**src/verilog/dlc_pkg.sv**
```systemverilog
package dlc_pkg;

	// ==========================================================
	// register map, byte addresses on the apb bus
	// ==========================================================
	localparam logic [11:0] DLC_OFF_CTRL   = 12'h000;  // channel_control
	localparam logic [11:0] DLC_OFF_STATUS = 12'h004;  // channel_status
	localparam logic [11:0] DLC_OFF_COUNT  = 12'h008;  // byte_count_remaining

	// ==========================================================
	// channel_control field positions
	// ==========================================================
	localparam int DLC_SECOND_LSB = 0;   // second_link_target, 2 bits
	localparam int DLC_FIRST_LSB  = 2;   // first_link_target, 2 bits
	localparam int DLC_COND_LSB   = 4;   // link_condition_select, 2 bits
	localparam int DLC_RSVD_BIT   = 6;   // always reads zero
	localparam int DLC_AUTODIS_BIT = 7;  // auto-disable request enable
	localparam int DLC_CIRC_LSB   = 8;   // circular buffer size code, 4 bits
	localparam int DLC_CS_BIT     = 16;  // cycle-steal select
	localparam int DLC_ERQ_BIT    = 17;  // periph_request_enable
	localparam int DLC_START_BIT  = 18;  // software start, self clearing

	// channel_status field positions
	localparam int DLC_CE_BIT     = 0;   // configuration error
	localparam int DLC_DONE_BIT   = 1;   // byte count exhausted

	// ==========================================================
	// reset values
	// ==========================================================
	localparam logic [31:0] DLC_CTRL_RST  = 32'h0000_0000;
	localparam logic [23:0] DLC_COUNT_RST = 24'h00_0000;

	// ==========================================================
	// encodings
	// ==========================================================
	typedef enum logic [1:0] {
		DLC_LINK_NONE       = 2'h0,  // no linking
		DLC_LINK_EACH_SPLIT = 2'h1,  // first each steal, second at end
		DLC_LINK_EACH       = 2'h2,  // first after each steal
		DLC_LINK_AT_END     = 2'h3   // first when count hits zero
	} dlc_link_e;

	localparam logic [3:0] DLC_CIRC_OFF  = 4'h0;  // no wrapping
	localparam logic [3:0] DLC_CIRC_128K = 4'hE;  // 128 KB modulo
	localparam logic [3:0] DLC_CIRC_256K = 4'hF;  // 256 KB modulo
	localparam int         DLC_CIRC_BASE = 3;     // code 1 means 2**(1+3) bytes

endpackage : dlc_pkg

```
**src/verilog/dlc_link_ctrl.sv**
```systemverilog
// ==========================================================
// small shift fifo: head entry and its valid are flip-flops
// ==========================================================
module dlc_fifo #(
	parameter int WIDTH = 2,
	parameter int DEPTH = 4
) (
	input  wire logic             i_core_clk,  // core clock
	input  wire logic             i_rst_b,     // async reset, low
	input  wire logic             i_in_valid,  // push request
	output logic                  o_in_ready,  // room for one word
	input  wire logic [WIDTH-1:0] i_in_data,   // pushed word
	output logic                  o_out_valid, // head holds a word
	input  wire logic             i_out_ready, // consumer takes head
	output logic [WIDTH-1:0]      o_out_data,  // head word
	output logic [$clog2(DEPTH+1)-1:0] o_level // words held
);
	logic [WIDTH-1:0] mem_q [DEPTH];
	logic [WIDTH-1:0] mem_d [DEPTH];
	logic [DEPTH-1:0] vld_q;
	logic [DEPTH-1:0] vld_d;
	logic             push;
	logic             pop;

	assign o_in_ready  = !vld_q[DEPTH-1];
	assign o_out_valid = vld_q[0];
	assign o_out_data  = mem_q[0];
	assign push        = i_in_valid && o_in_ready;
	assign pop         = i_out_ready && vld_q[0];

	// level is a popcount, entries are always packed at the bottom
	always_comb begin
		o_level = '0;
		for (int i = 0; i < DEPTH; i++) begin
			o_level = o_level + {{($clog2(DEPTH+1)-1){1'b0}}, vld_q[i]};
		end
	end

	// shift down on pop, then place a push in the first free slot
	always_comb begin
		for (int i = 0; i < DEPTH; i++) begin
			mem_d[i] = mem_q[i];
			vld_d[i] = vld_q[i];
		end
		if (pop) begin
			for (int i = 0; i < DEPTH - 1; i++) begin
				mem_d[i] = mem_q[i+1];
				vld_d[i] = vld_q[i+1];
			end
			vld_d[DEPTH-1] = 1'b0;
		end
		// slot 0 is handled apart so no select ever reaches index -1
		if (push) begin
			for (int i = DEPTH - 1; i > 0; i--) begin
				if (!vld_d[i] && vld_d[i-1]) begin
					mem_d[i] = i_in_data;
					vld_d[i] = 1'b1;
				end
			end
			if (!vld_d[0]) begin
				mem_d[0] = i_in_data;
				vld_d[0] = 1'b1;
			end
		end
	end

	always_ff @(posedge i_core_clk or negedge i_rst_b) begin
		if (!i_rst_b) begin
			vld_q <= '0;
			for (int i = 0; i < DEPTH; i++) mem_q[i] <= '0;
		end else begin
			vld_q <= vld_d;
			for (int i = 0; i < DEPTH; i++) mem_q[i] <= mem_d[i];
		end
	end
endmodule : dlc_fifo

// Operation
// - size code 1110 wraps at 128 KB
// - size code 1111 wraps at 256 KB
// - auto-disable set: count zero clears request enable
// - auto-disable clear: request enable stays unchanged
// - control bit 6 always reads zero
// - link condition 00: no linking at all
// - 01: first each steal, second at end
// - 10: first after every completed steal
// - 11: first only when count reaches zero
// - continuous mode: 01 and 10 skip first
// - link means a request into target channel
// - first target bits 3-2 name channels 0-3
// - second target bits 1-0 name channels 0-3
// - self-link sets configuration error, no link
// - cycle-steal one transfer per request, else run
// - request enable gates peripheral request recognition
// - size code 0000 means no wrapping
module dlc_link_ctrl
	import dlc_pkg::*;
#(
	parameter logic [1:0] CH_ID   = 2'h0,  // this channel's number
	parameter int         COUNT_W = 24,    // byte count width
	parameter int         FIFO_D  = 4      // link request fifo depth
) (
	input  wire logic               i_core_clk,     // 20 MHz core clock
	input  wire logic               i_rst_b,        // async reset, low
	input  wire logic               i_psel,         // apb select
	input  wire logic               i_penable,      // apb access phase
	input  wire logic               i_pwrite,       // apb direction
	input  wire logic [11:0]        i_paddr,        // apb byte address
	input  wire logic [31:0]        i_pwdata,       // apb write data
	output logic [31:0]             o_prdata,       // apb read data
	output logic                    o_pready,       // apb ready
	output logic                    o_pslverr,      // unmapped address
	input  wire logic               i_periph_req,   // peripheral pin, async
	input  wire logic               i_link_in,      // link request from a peer
	input  wire logic               i_xfer_done,    // one transfer finished
	input  wire logic [2:0]         i_xfer_bytes,   // bytes moved: 1, 2 or 4
	output logic                    o_xfer_ready,   // engine may finish a transfer
	output logic                    o_chan_req,     // request to arbitration
	output logic                    o_cycle_steal,  // one transfer per request
	output logic [17:0]             o_wrap_mask,    // address modulo mask
	output logic                    o_link_valid,   // link request pending
	output logic [1:0]              o_link_chan,    // channel to be requested
	input  wire logic               i_link_ready,   // arbiter took link request
	output logic                    o_config_err    // configuration error flag
);

	// ==========================================================
	// helpers
	// ==========================================================
	// code n>0 selects a 2**(n+3) byte buffer; the mask is size-1
	function automatic logic [17:0] wrap_mask(input logic [3:0] code);
		logic [18:0] size;
		size = 19'h0_0001 << (5'(code) + 5'(DLC_CIRC_BASE));  // five bits: E, F must not wrap
		if (code == DLC_CIRC_OFF) return 18'h0_0000;
		return 18'(size - 19'h0_0001);
	endfunction : wrap_mask

	// ==========================================================
	// registers
	// ==========================================================
	logic [31:0]        ctrl_q;
	logic [31:0]        ctrl_d;
	logic [COUNT_W-1:0] count_q;
	logic [COUNT_W-1:0] count_d;
	logic               ce_q;
	logic               done_q;
	logic               sync1_q;
	logic               sync2_q;
	logic [31:0]        prdata_q;
	logic               pready_q;
	logic               pslverr_q;
	logic               chan_req_q;
	logic               xfer_ready_q;
	logic [17:0]        wrap_q;

	// ==========================================================
	// apb decode
	// ==========================================================
	wire setup_ph  = i_psel && !i_penable;
	wire wr_acc    = i_psel && i_penable && i_pwrite && pready_q;
	wire hit_ctrl  = (i_paddr == DLC_OFF_CTRL);
	wire hit_stat  = (i_paddr == DLC_OFF_STATUS);
	wire hit_count = (i_paddr == DLC_OFF_COUNT);
	wire hit_any   = hit_ctrl || hit_stat || hit_count;
	wire wr_ctrl   = wr_acc && hit_ctrl;
	wire wr_stat   = wr_acc && hit_stat;
	wire wr_count  = wr_acc && hit_count;

	// ==========================================================
	// control fields
	// ==========================================================
	wire [1:0] second_link_target    = ctrl_q[DLC_SECOND_LSB +: 2];
	wire [1:0] first_link_target     = ctrl_q[DLC_FIRST_LSB +: 2];
	wire [1:0] link_condition_select = ctrl_q[DLC_COND_LSB +: 2];
	wire       auto_disable          = ctrl_q[DLC_AUTODIS_BIT];
	wire [3:0] circ_code             = ctrl_q[DLC_CIRC_LSB +: 4];
	wire       cycle_steal           = ctrl_q[DLC_CS_BIT];
	wire       periph_request_enable = ctrl_q[DLC_ERQ_BIT];
	wire       start_bit             = ctrl_q[DLC_START_BIT];

	// ==========================================================
	// byte count and exhaustion
	// ==========================================================
	// a short last transfer saturates at zero rather than wrapping
	wire [COUNT_W-1:0] bytes_w = COUNT_W'(i_xfer_bytes);
	wire [COUNT_W-1:0] count_after = (count_q > bytes_w) ?
		(count_q - bytes_w) : '0;
	wire final_xfer = i_xfer_done && (count_after == '0);

	// ==========================================================
	// link decision
	// ==========================================================
	wire cond_none  = (link_condition_select == DLC_LINK_NONE);
	wire cond_split = (link_condition_select == DLC_LINK_EACH_SPLIT);
	wire cond_each  = (link_condition_select == DLC_LINK_EACH);
	wire cond_end   = (link_condition_select == DLC_LINK_AT_END);
	// per-steal links need cycle-steal mode, end links do not
	wire want_first = i_xfer_done && (
		(cycle_steal && cond_split && !final_xfer) ||
		(cycle_steal && cond_each) ||
		(cond_end && final_xfer));
	wire want_second = cond_split && final_xfer;
	wire self_named  = (first_link_target == CH_ID) ||
		(second_link_target == CH_ID);
	wire self_err    = i_xfer_done && !cond_none && self_named;
	wire link_push   = (want_first || want_second) && !self_err;
	wire [1:0] link_target = want_second ? second_link_target :
		first_link_target;

	// ==========================================================
	// link request fifo
	// ==========================================================
	logic       fifo_in_ready;
	logic [2:0] fifo_level;
	dlc_fifo #(
		.WIDTH (2),
		.DEPTH (FIFO_D)
	) u_fifo (
		.i_core_clk  (i_core_clk),
		.i_rst_b     (i_rst_b),
		.i_in_valid  (link_push),
		.o_in_ready  (fifo_in_ready),
		.i_in_data   (link_target),
		.o_out_valid (o_link_valid),
		.i_out_ready (i_link_ready),
		.o_out_data  (o_link_chan),
		.o_level     (fifo_level)
	);

	// engine is held off while one more push could overflow the fifo
	wire fifo_pop   = o_link_valid && i_link_ready;
	wire [2:0] level_next = fifo_level + {2'b00, link_push && fifo_in_ready}
		- {2'b00, fifo_pop};
	wire xfer_ready_d = (level_next < 3'(FIFO_D));

	// ==========================================================
	// control register next value
	// ==========================================================
	// software write wins over the hardware clears in the same cycle
	wire erq_clear   = final_xfer && auto_disable;
	wire start_clear = start_bit;  // start lives one cycle, then fires
	always_comb begin
		ctrl_d = ctrl_q;
		if (erq_clear) ctrl_d[DLC_ERQ_BIT] = 1'b0;
		if (start_clear) ctrl_d[DLC_START_BIT] = 1'b0;
		if (wr_ctrl) ctrl_d = i_pwdata;
		ctrl_d[DLC_RSVD_BIT] = 1'b0;
		ctrl_d[31:19] = '0;
		ctrl_d[15:12] = '0;
	end

	// count: software load, else decrement per finished transfer
	assign count_d = wr_count ? i_pwdata[COUNT_W-1:0] :
		(i_xfer_done ? count_after : count_q);

	// ==========================================================
	// read mux
	// ==========================================================
	wire [31:0] status_word = {30'h0, done_q, ce_q};
	wire [31:0] rd_word = hit_ctrl  ? ctrl_q :
		hit_stat  ? status_word :
		hit_count ? {{(32-COUNT_W){1'b0}}, count_q} : 32'h0000_0000;

	// ==========================================================
	// channel request to arbitration
	// ==========================================================
	// peripheral request counts only while its enable is set; a peer's
	// link counts like any other request, priority is the arbiter's
	wire chan_req_d = start_bit ||
		(periph_request_enable && sync2_q) ||
		i_link_in;

	// ==========================================================
	// processes
	// ==========================================================
	// peripheral pin synchroniser
	always_ff @(posedge i_core_clk or negedge i_rst_b) begin
		if (!i_rst_b) begin
			sync1_q <= 1'b0;
			sync2_q <= 1'b0;
		end else begin
			sync1_q <= i_periph_req;
			sync2_q <= sync1_q;
		end
	end

	// programming model
	always_ff @(posedge i_core_clk or negedge i_rst_b) begin
		if (!i_rst_b) begin
			ctrl_q  <= DLC_CTRL_RST;
			count_q <= COUNT_W'(DLC_COUNT_RST);
		end else begin
			ctrl_q  <= ctrl_d;
			count_q <= count_d;
		end
	end

	// status flags: a hardware set beats a write-one clear
	always_ff @(posedge i_core_clk or negedge i_rst_b) begin
		if (!i_rst_b) begin
			ce_q   <= 1'b0;
			done_q <= 1'b0;
		end else begin
			ce_q   <= self_err ||
				(ce_q && !(wr_stat && i_pwdata[DLC_CE_BIT]));
			done_q <= final_xfer ||
				(done_q && !(wr_stat && i_pwdata[DLC_DONE_BIT]));
		end
	end

	// apb answer: data latched in setup, ready in the access cycle
	always_ff @(posedge i_core_clk or negedge i_rst_b) begin
		if (!i_rst_b) begin
			prdata_q  <= 32'h0000_0000;
			pready_q  <= 1'b0;
			pslverr_q <= 1'b0;
		end else begin
			prdata_q  <= (setup_ph && !i_pwrite) ? rd_word : 32'h0000_0000;
			pready_q  <= setup_ph;
			pslverr_q <= setup_ph && !hit_any;
		end
	end

	// outputs toward the transfer engine and arbiter
	always_ff @(posedge i_core_clk or negedge i_rst_b) begin
		if (!i_rst_b) begin
			chan_req_q   <= 1'b0;
			xfer_ready_q <= 1'b0;
			wrap_q       <= 18'h0_0000;
		end else begin
			chan_req_q   <= chan_req_d;
			xfer_ready_q <= xfer_ready_d;
			wrap_q       <= wrap_mask(circ_code);
		end
	end

	// the engine reads this to do one transfer per request or run on
	assign o_cycle_steal = ctrl_q[DLC_CS_BIT];
	assign o_chan_req    = chan_req_q;
	assign o_xfer_ready  = xfer_ready_q;
	assign o_wrap_mask   = wrap_q;
	assign o_config_err  = ce_q;
	assign o_prdata      = prdata_q;
	assign o_pready      = pready_q;
	assign o_pslverr     = pslverr_q;

endmodule : dlc_link_ctrl

```
**config.mk**
```make
export PLATFORM = sky130hd
export DESIGN_NAME = dlc_link_ctrl
export DESIGN_NICKNAME = d
export VERILOG_FILES = /design/src/verilog/dlc_pkg.sv /design/src/verilog/dlc_link_ctrl.sv
export SDC_FILE = /design/constraint.sdc
export NUM_CORES = 1
export LEC_CHECK = 0
export ABC_AREA = 1
export BUFFER_PORTS_ARGS = -buffer_cell sky130_fd_sc_hd__buf_2
export CORE_MARGIN = 1.5
export CORE_UTILIZATION = 25
export DETAILED_ROUTE_END_ITERATION = 10
export PLACE_DENSITY = 0.53
export RECOVER_POWER = 100
export SETUP_SLACK_MARGIN = 0.3
export SYNTH_ARGS = -nofsm -noshare
export SYNTH_HDL_FRONTEND = slang
export SYNTH_SLANG_ARGS = --single-unit
```
**constraint.sdc**
```tcl
create_clock -name i_core_clk -period 4.4 [get_ports i_core_clk]
set_input_delay 0.44 -clock i_core_clk [delete_from_list [all_inputs] [get_ports i_core_clk]]
set_output_delay 0.44 -clock i_core_clk [all_outputs]
set_load 0.05 [all_outputs]
```
### After elaboration in Yosys (flattened, before gate mapping)

Index checks and enable logic that the tools add are counted.

| word-level totals | value |
|---|---|
| register bits | 100 |
| output and inout bits | 59 |
| logic and storage cells | 120 |

| operators by class | value |
|---|---|
| add/subtract/negate cells | 8 |
| magnitude comparators | 2 |
| eq/ne operators | 5 |
| shift operators | 1 |
| mux-type cells | 24 |
| reductions and logical operators | 61 |

Operators by type and width:

| cell | count |
|---|---|
| $mux W24 | 7 |
| $mux W18 | 2 |
| $logic_and A1 B1 Y1 | 30 |
| $gt A24 B3 Y1 | 1 |
| $logic_not A24 Y1 | 1 |
| $sub A24 B3 Y24 | 1 |
| $mux W19 | 1 |
| $shl A1 B5 Y18 const A | 1 |
| $sub A18 B1 Y18 const B | 1 |
| $eq A12 B3 Y1 const B | 1 |
| $eq A12 B4 Y1 const B | 1 |
| $logic_not A1 Y1 | 12 |
| $logic_not A12 Y1 | 1 |
| $logic_or A1 B1 Y1 | 10 |
| $mux W2 | 5 |
| $add A3 B1 Y3 | 3 |
| $mux W4 | 2 |
| $mux W8 | 1 |
| $logic_not A2 Y1 | 3 |
| $mux W6 | 1 |
| $add A4 B2 Y5 const B | 1 |
| $mux W1 | 5 |
| $eq A2 B2 Y1 const B | 2 |
| $logic_not A4 Y1 | 1 |
| other kinds (6) | 7 |

### Longest topological paths before layout

| depth | value |
|---|---|
| depth after elaboration | 15 |
| gate-level depth with buffers | 26 |
| depth with buffers taken out | 24 |

### Modules after synthesis

From an unflattened synthesis, not the netlist that was laid out.

| unflattened totals | value |
|---|---|
| cell total of the unflattened synthesis | 685 |
| area, all modules | 5305.1 µm² |

By module, submodules not included:

| module | instances | cells an instance | area an instance (µm²) | sequential area each (µm²) |
|---|---|---|---|---|
| dlc_link_ctrl | 1 | 601 | 4649.5 | 2202.1 |
| dlc_fifo | 1 | 84 | 655.6 | 300.3 |

### Worst setup path before layout

No wires, ideal clock.

| timing | value |
|---|---|
| path type | input-to-reg |
| start point | in i_xfer_bytes[0] |
| end point | reg xfer_ready_q, in the netlist o_xfer_ready |
| arrival | 3613 ps |
| data required time | 4278 ps |
| path slack | 664 ps |
| cell stages on the path | 22 |
| cell sequence | ha_1 > fa_1 > inv_1 > nand2_1 > nand2_1 > nor2_1 > xor2_1 > nand2_1 > nand2_1 > nor2_1 > nand3_2 > nor2_4 > nand3_2 > nand2_2 > nand3_4 > buf_6 > ha_1 > fa_1 > inv_1 > ha_1 > a31o_2 > xnor2_1 |

| on the way | value |
|---|---|
| longest elaborated chain between the ends | 15 |

RTL lines:

| element | RTL line | source |
|---|---|---|
| from (decl) | dlc_link_ctrl.sv:116 | `input wire logic [2:0] i_xfer_bytes,` |
| $sub A24 B3 Y24 or $gt A24 B3 Y1 (tied branches) | dlc_link_ctrl.sv:187, dlc_link_ctrl.sv:186 |  |
| $mux W24 * | dlc_link_ctrl.sv:186 | `wire [COUNT_W-1:0] count_after = (count_q > bytes_w) ?` |
| $logic_not A24 Y1 * | dlc_link_ctrl.sv:188 | `wire final_xfer = i_xfer_done && (count_after == '0);` |
| $logic_and A1 B1 Y1 * | dlc_link_ctrl.sv:188 |  |
| $logic_not A1 Y1 | dlc_link_ctrl.sv:199 | `(cycle_steal && cond_split && !final_xfer) \|\|` |
| $logic_and A1 B1 Y1 | dlc_link_ctrl.sv:199 |  |
| $logic_or A1 B1 Y1 | dlc_link_ctrl.sv:199 |  |
| $logic_or A1 B1 Y1 | dlc_link_ctrl.sv:200 | `(cycle_steal && cond_each) \|\|` |
| $logic_and A1 B1 Y1 | dlc_link_ctrl.sv:198 | `wire want_first = i_xfer_done && (` |
| $logic_or A1 B1 Y1 * | dlc_link_ctrl.sv:206 | `wire link_push = (want_first \|\| want_second) && !self_err;` |
| $logic_and A1 B1 Y1 * | dlc_link_ctrl.sv:206 |  |
| $logic_and A1 B1 Y1 * | dlc_link_ctrl.sv:232 | `wire [2:0] level_next = fifo_level + {2'b00, link_push && fifo_in_ready}` |
| $add A3 B1 Y3 * | dlc_link_ctrl.sv:232 |  |
| $sub A3 B1 Y3 * | dlc_link_ctrl.sv:233 | `- {2'b00, fifo_pop};` |
| $lt A3 B3 Y1 * | dlc_link_ctrl.sv:234 | `wire xfer_ready_d = (level_next < 3'(FIFO_D));` |
| named net xfer_ready_d | dlc_link_ctrl.sv:234 |  |
| to (signal assigned) | dlc_link_ctrl.sv:332 | `xfer_ready_q <= xfer_ready_d;` |
| to (decl) | dlc_link_ctrl.sv:153 | `logic xfer_ready_q;` |

The timed path passes the listed nets; every way through them passes the cells marked *.
A chain may end at the register's enable or synchronous reset.

### Worst setup path after layout

| timing | value |
|---|---|
| start point | reg count_q[0] |
| end point | reg xfer_ready_q, in the netlist o_xfer_ready |

| on the way | value |
|---|---|
| longest elaborated chain between the ends | 15 |

RTL lines:

| element | RTL line | source |
|---|---|---|
| from (decl) | dlc_link_ctrl.sv:143 | `logic [COUNT_W-1:0] count_q;` |
| from (signal assigned) | dlc_link_ctrl.sv:291 | `count_q <= COUNT_W'(DLC_COUNT_RST);` |
| from (signal assigned) | dlc_link_ctrl.sv:294 | `count_q <= count_d;` |
| $sub A24 B3 Y24 or $gt A24 B3 Y1 (tied branches) | dlc_link_ctrl.sv:187, dlc_link_ctrl.sv:186 |  |
| $mux W24 * | dlc_link_ctrl.sv:186 |  |
| $logic_not A24 Y1 * | dlc_link_ctrl.sv:188 |  |
| $logic_and A1 B1 Y1 * | dlc_link_ctrl.sv:188 |  |
| $logic_not A1 Y1 | dlc_link_ctrl.sv:199 |  |
| $logic_and A1 B1 Y1 | dlc_link_ctrl.sv:199 |  |
| $logic_or A1 B1 Y1 | dlc_link_ctrl.sv:199 |  |
| $logic_or A1 B1 Y1 | dlc_link_ctrl.sv:200 |  |
| $logic_and A1 B1 Y1 | dlc_link_ctrl.sv:198 |  |
| $logic_or A1 B1 Y1 * | dlc_link_ctrl.sv:206 |  |
| $logic_and A1 B1 Y1 * | dlc_link_ctrl.sv:206 |  |
| $logic_and A1 B1 Y1 * | dlc_link_ctrl.sv:232 |  |
| $add A3 B1 Y3 * | dlc_link_ctrl.sv:232 |  |
| $sub A3 B1 Y3 * | dlc_link_ctrl.sv:233 |  |
| $lt A3 B3 Y1 * | dlc_link_ctrl.sv:234 |  |
| named net xfer_ready_d | dlc_link_ctrl.sv:234 |  |

Marked as above.

==> flow_metrics.py <==
metrics = {
    "status": {
        "status": "finished, violations left",
        "violations": "capacitance limit, slew limit",
    },
    "finish": {
        "final_layout_size_suffix_gt1_frac": 0.128,
        "area_growth_syn_to_layout_pct": 20.0,
        "n_fill_cell": 2349,
        "antennaDiodeCount": 0,
        "fin_nets": 860,
    },
    "routing": {
        "ant_nets": 0,
        "vias_per_cell": 4.41,
        "wl_um": 14800,
        "post-route-drc-count": 0,
        "first_iter_violations": 214,
        "wl_per_cell_um": 13.7,
        "vias": 4739,
        "firstDrtPassIters": 4,
    },
    "global_route": {
        "antenna_found_initial": 0,
        "grt_max_degree": 77,
        "grt_first_pass_wirelength_um": 23700,
        "overflow": 0,
        "grt_usage": 0.137,
        "first_global_vias": 4521,
    },
    "sta": {
        "fin_worst_skew_ns": 0.00778,
        "rsz0062_at_grt": "false",
        "worst_pin_slew_ns": 1.90,
        "fin_ws_ns": 0.498,
        "final-setup-viol-count": 0,
        "slew_headroom": -0.269,
        "hold_viol": 0,
        "tns_ns": 0,
        "finalCriticalPeriod_ns": 3.90,
        "drv_slew": 77,
        "fmax_mhz": 256,
        "timing.final.crit_share": 0.887,
    },
    "logic_synthesis": {
        "synth.most_common_cell": "nand2_1",
        "synthFlopType": "dfrtp_1",
        "synth-warning-count": 0,
        "synth_top_family_by_area": "simple AND/OR/NAND/NOR gates",
        "synth_area_leaders": "dfrtp_1, nand2_1, inv_1, nand3_1, nor2_1",
        "synth-edff-count": 0,
        "ys_seq_elements": 100,
        "synth_top_area_share": 0.464,
        "synth-compound-area-share": 0.0964,
        "synth.yosys.seq_area_share": 0.464,
        "syn-instance-count": 696,
        "synth_xor_area_frac": 0.0211,
        "synthAdderAreaFrac": 0.0260,
        "synth_cell_types": 38,
        "syn_area_um2": 5390,
        "synth_commonest_cells": "nand2_1, dfrtp_1, inv_1",
        "synthArstFlopShare": 1.00,
        "synth_simple_gate_area_share": 0.295,
        "syn_area_per_cell_um2": 7.74,
        "synth_area_leader_cell": "dfrtp_1",
        "synthMuxAreaShare": 0,
    },
    "clock_tree": {
        "ctsHoldBuffers": 0,
        "cts_tree": "done",
        "ctsRootBufferMaster": "clkbuf_16",
        "clockBufferDepth": 2,
        "path_clk_slew_ns": 0.07,
        "clock_sink_count": 100,
        "worstSkewPairLatency_ns": 0.36,
        "cts_made_buffers": 9,
        "htree_levels": 3,
    },
    "min_path": {
        "hold_path_class": "in2reg",
        "hp-start": "i_periph_req",
        "hold_end": "sync1_q",
        "worstHoldPathCells": 1,
    },
    "setup_path": {
        "worst_setup_path_end_kind": "flip-flop",
        "cp.required_ns": 4.64,
        "startpoint_type": "flip-flop",
        "r2r_setup_slack_ns": 0.50,
        "crit_fanout": 4,
        "worstReg2RegStart": "count_q[0]",
        "worstSetupPathType": "reg2reg",
        "cp.arrival_ns": 4.15,
        "rr_worst_depth": 23,
        "timing.rr.end": "o_xfer_ready",
    },
    "floorplan": {
        "dieHeight_um": 150,
        "initial_core_util": 0.256,
        "die_w_um": 150,
        "rows": 53,
        "core_um2": 21100,
        "die-area_um2": 22400,
        "io_pins": 115,
    },
    "placement": {
        "gp_congestion": 0.876,
        "dpl_worst_slack_ns": 0.265,
        "io_buffers": 98,
        "hpwl_um": 11100,
    },
    "pwr": {
        "swShare": 0.408,
        "p_clk_frac": 0.270,
        "intPower_mw": 1.99,
        "ir_drop_v": 0.000188,
        "combPwrFrac": 0.376,
        "power-per-cell-area_nw_per_um2": 519,
        "p_seq_frac": 0.355,
        "p_switching_mw": 1.37,
        "p_leak_nw": 3.23,
        "finalPower_mw": 3.36,
    },
    "run": {
        "maxCapViolations": 1,
    },
}
[power by group through the flow]
stage | registers [mW] | logic (mW) | clock network (mW)
after floorplan | 1.17 | 0.937 | 0
after global routing | 1.21 | 1.44 | 0.957
after detailed placement | 1.21 | 1.21 | 0
final | 1.19 | 1.26 | 0.906
after CTS | 1.19 | 1.21 | 0.927
after global placement | 1.20 | 1.20 | 0
[stage by stage]
stage | hold slack (ns) | utilization | cell area (um^2) | std cells
finish | 0.187 | 0.307 | 6470 | 1074
global route | 0.180 | 0.307 | 6470 | 1074
CTS | 0.177 | 0.307 | 6470 | 1072
detailed placement | 0.340 | 0.291 | 6140 | 1056
global placement | 0.333 | 0.291 | 6140 | 1056
floorplan | 0.144 | - | 5420 | 704
[critical path: stages, from the launching register on]
cell,delay [ns]
dfrtp_1,0.32
inv_1,0.06
ha_2,0.20
fa_1,0.40
inv_1,0.07
nand2_1,0.05
nand2_1,0.22
inv_2,0.07
nand2_1,0.16
nor2_2,0.07
nand2_1,0.06
nand2_1,0.04
nand3_1,0.11
nand4_1,0.20
nor2_4,0.18
nand3_2,0.09
nand2_2,0.09
nand3_4,0.07
ha_1,0.30
fa_1,0.37
inv_1,0.07
ha_1,0.22
a31o_2,0.25
xnor2_1,0.11
[layout by cell type, fill, tap and decap left out, types with 4 or more instances in the layout]
master,n
nand2_1,200
dfrtp_1,100
inv_1,87
nor2_1,67
nand3_1,53
clkbuf_1,53
buf_2,46
o21ai_0,28
o221ai_1,20
a21oi_1,17
nor3_1,12
nand4_1,10
conb_1,10
clkbuf_16,9
o211ai_1,8
inv_2,7
xor2_1,7
ha_1,7
xnor2_1,6
nor2_4,5
nor2_2,5
nand2_2,5
nand3_2,4
buf_4,4
[sequential cells by signal (all words and copies together), names as in the netlist, 2 cells and up]
name,count
count_q,24
o_prdata,24
o_wrap_mask,18
ctrl_q,14
u_fifo.mem_q,6
u_fifo.vld_q,4
u_fifo.o_out_data,2
[area by class of cell]
| type | instances | area [um^2] | area share |
|---|---|---|---|
| well taps | 275 | 344 | 0.0532 |
| repair buffers | 104 | 464 | 0.0718 |
| clock inverters | 6 | 95.1 | 0.0147 |
| inverters | 96 | 360 | 0.0557 |
| flip-flops and latches | 100 | 2500 | 0.387 |
| clock buffers | 10 | 239 | 0.0369 |
| multi-input cells | 483 | 2460 | 0.381 |
[how the worst max path moves through the flow]
stage	to	cells past startpoint	slack [ns]	from
floorplan	o_xfer_ready	22	0.66	i_xfer_bytes[0]
global placement	o_xfer_ready	23	0.31	i_xfer_bytes[0]
detailed placement	o_xfer_ready	23	0.26	i_xfer_bytes[0]
CTS	o_xfer_ready	20	0.34	count_q[0]
global route	o_xfer_ready	24	0.18	count_q[0]
finish	o_xfer_ready	23	0.50	count_q[0]
[logic make-up after synthesis]
family                     after synthesis
other                                    2
and+or+nand+nor                        370
buffers and inverters                  122
adders and majority gates               10
AOI/OAI and AO/OA                       79
xor gates and xnor gates                13
DFF                                    100
[metal layers]
metal,share of wire,vias up,GRT usage
met5,0,-,0
met4,0.014,0,0.0446
met3,0.050,13,0.0284
met2,0.45,125,0.212
met1,0.49,2189,0.190
li1,-,2412,-
[repair_timing]
item | 4_1_cts | 5_1_grt
buffers inserted | 0 | 1
setup endpoints to repair | 0 | 1
endpoints found under the hold margin | 0 | 0
gates resized for setup | 0 | 17
Note: power is estimated with default switching activity, not from simulation.
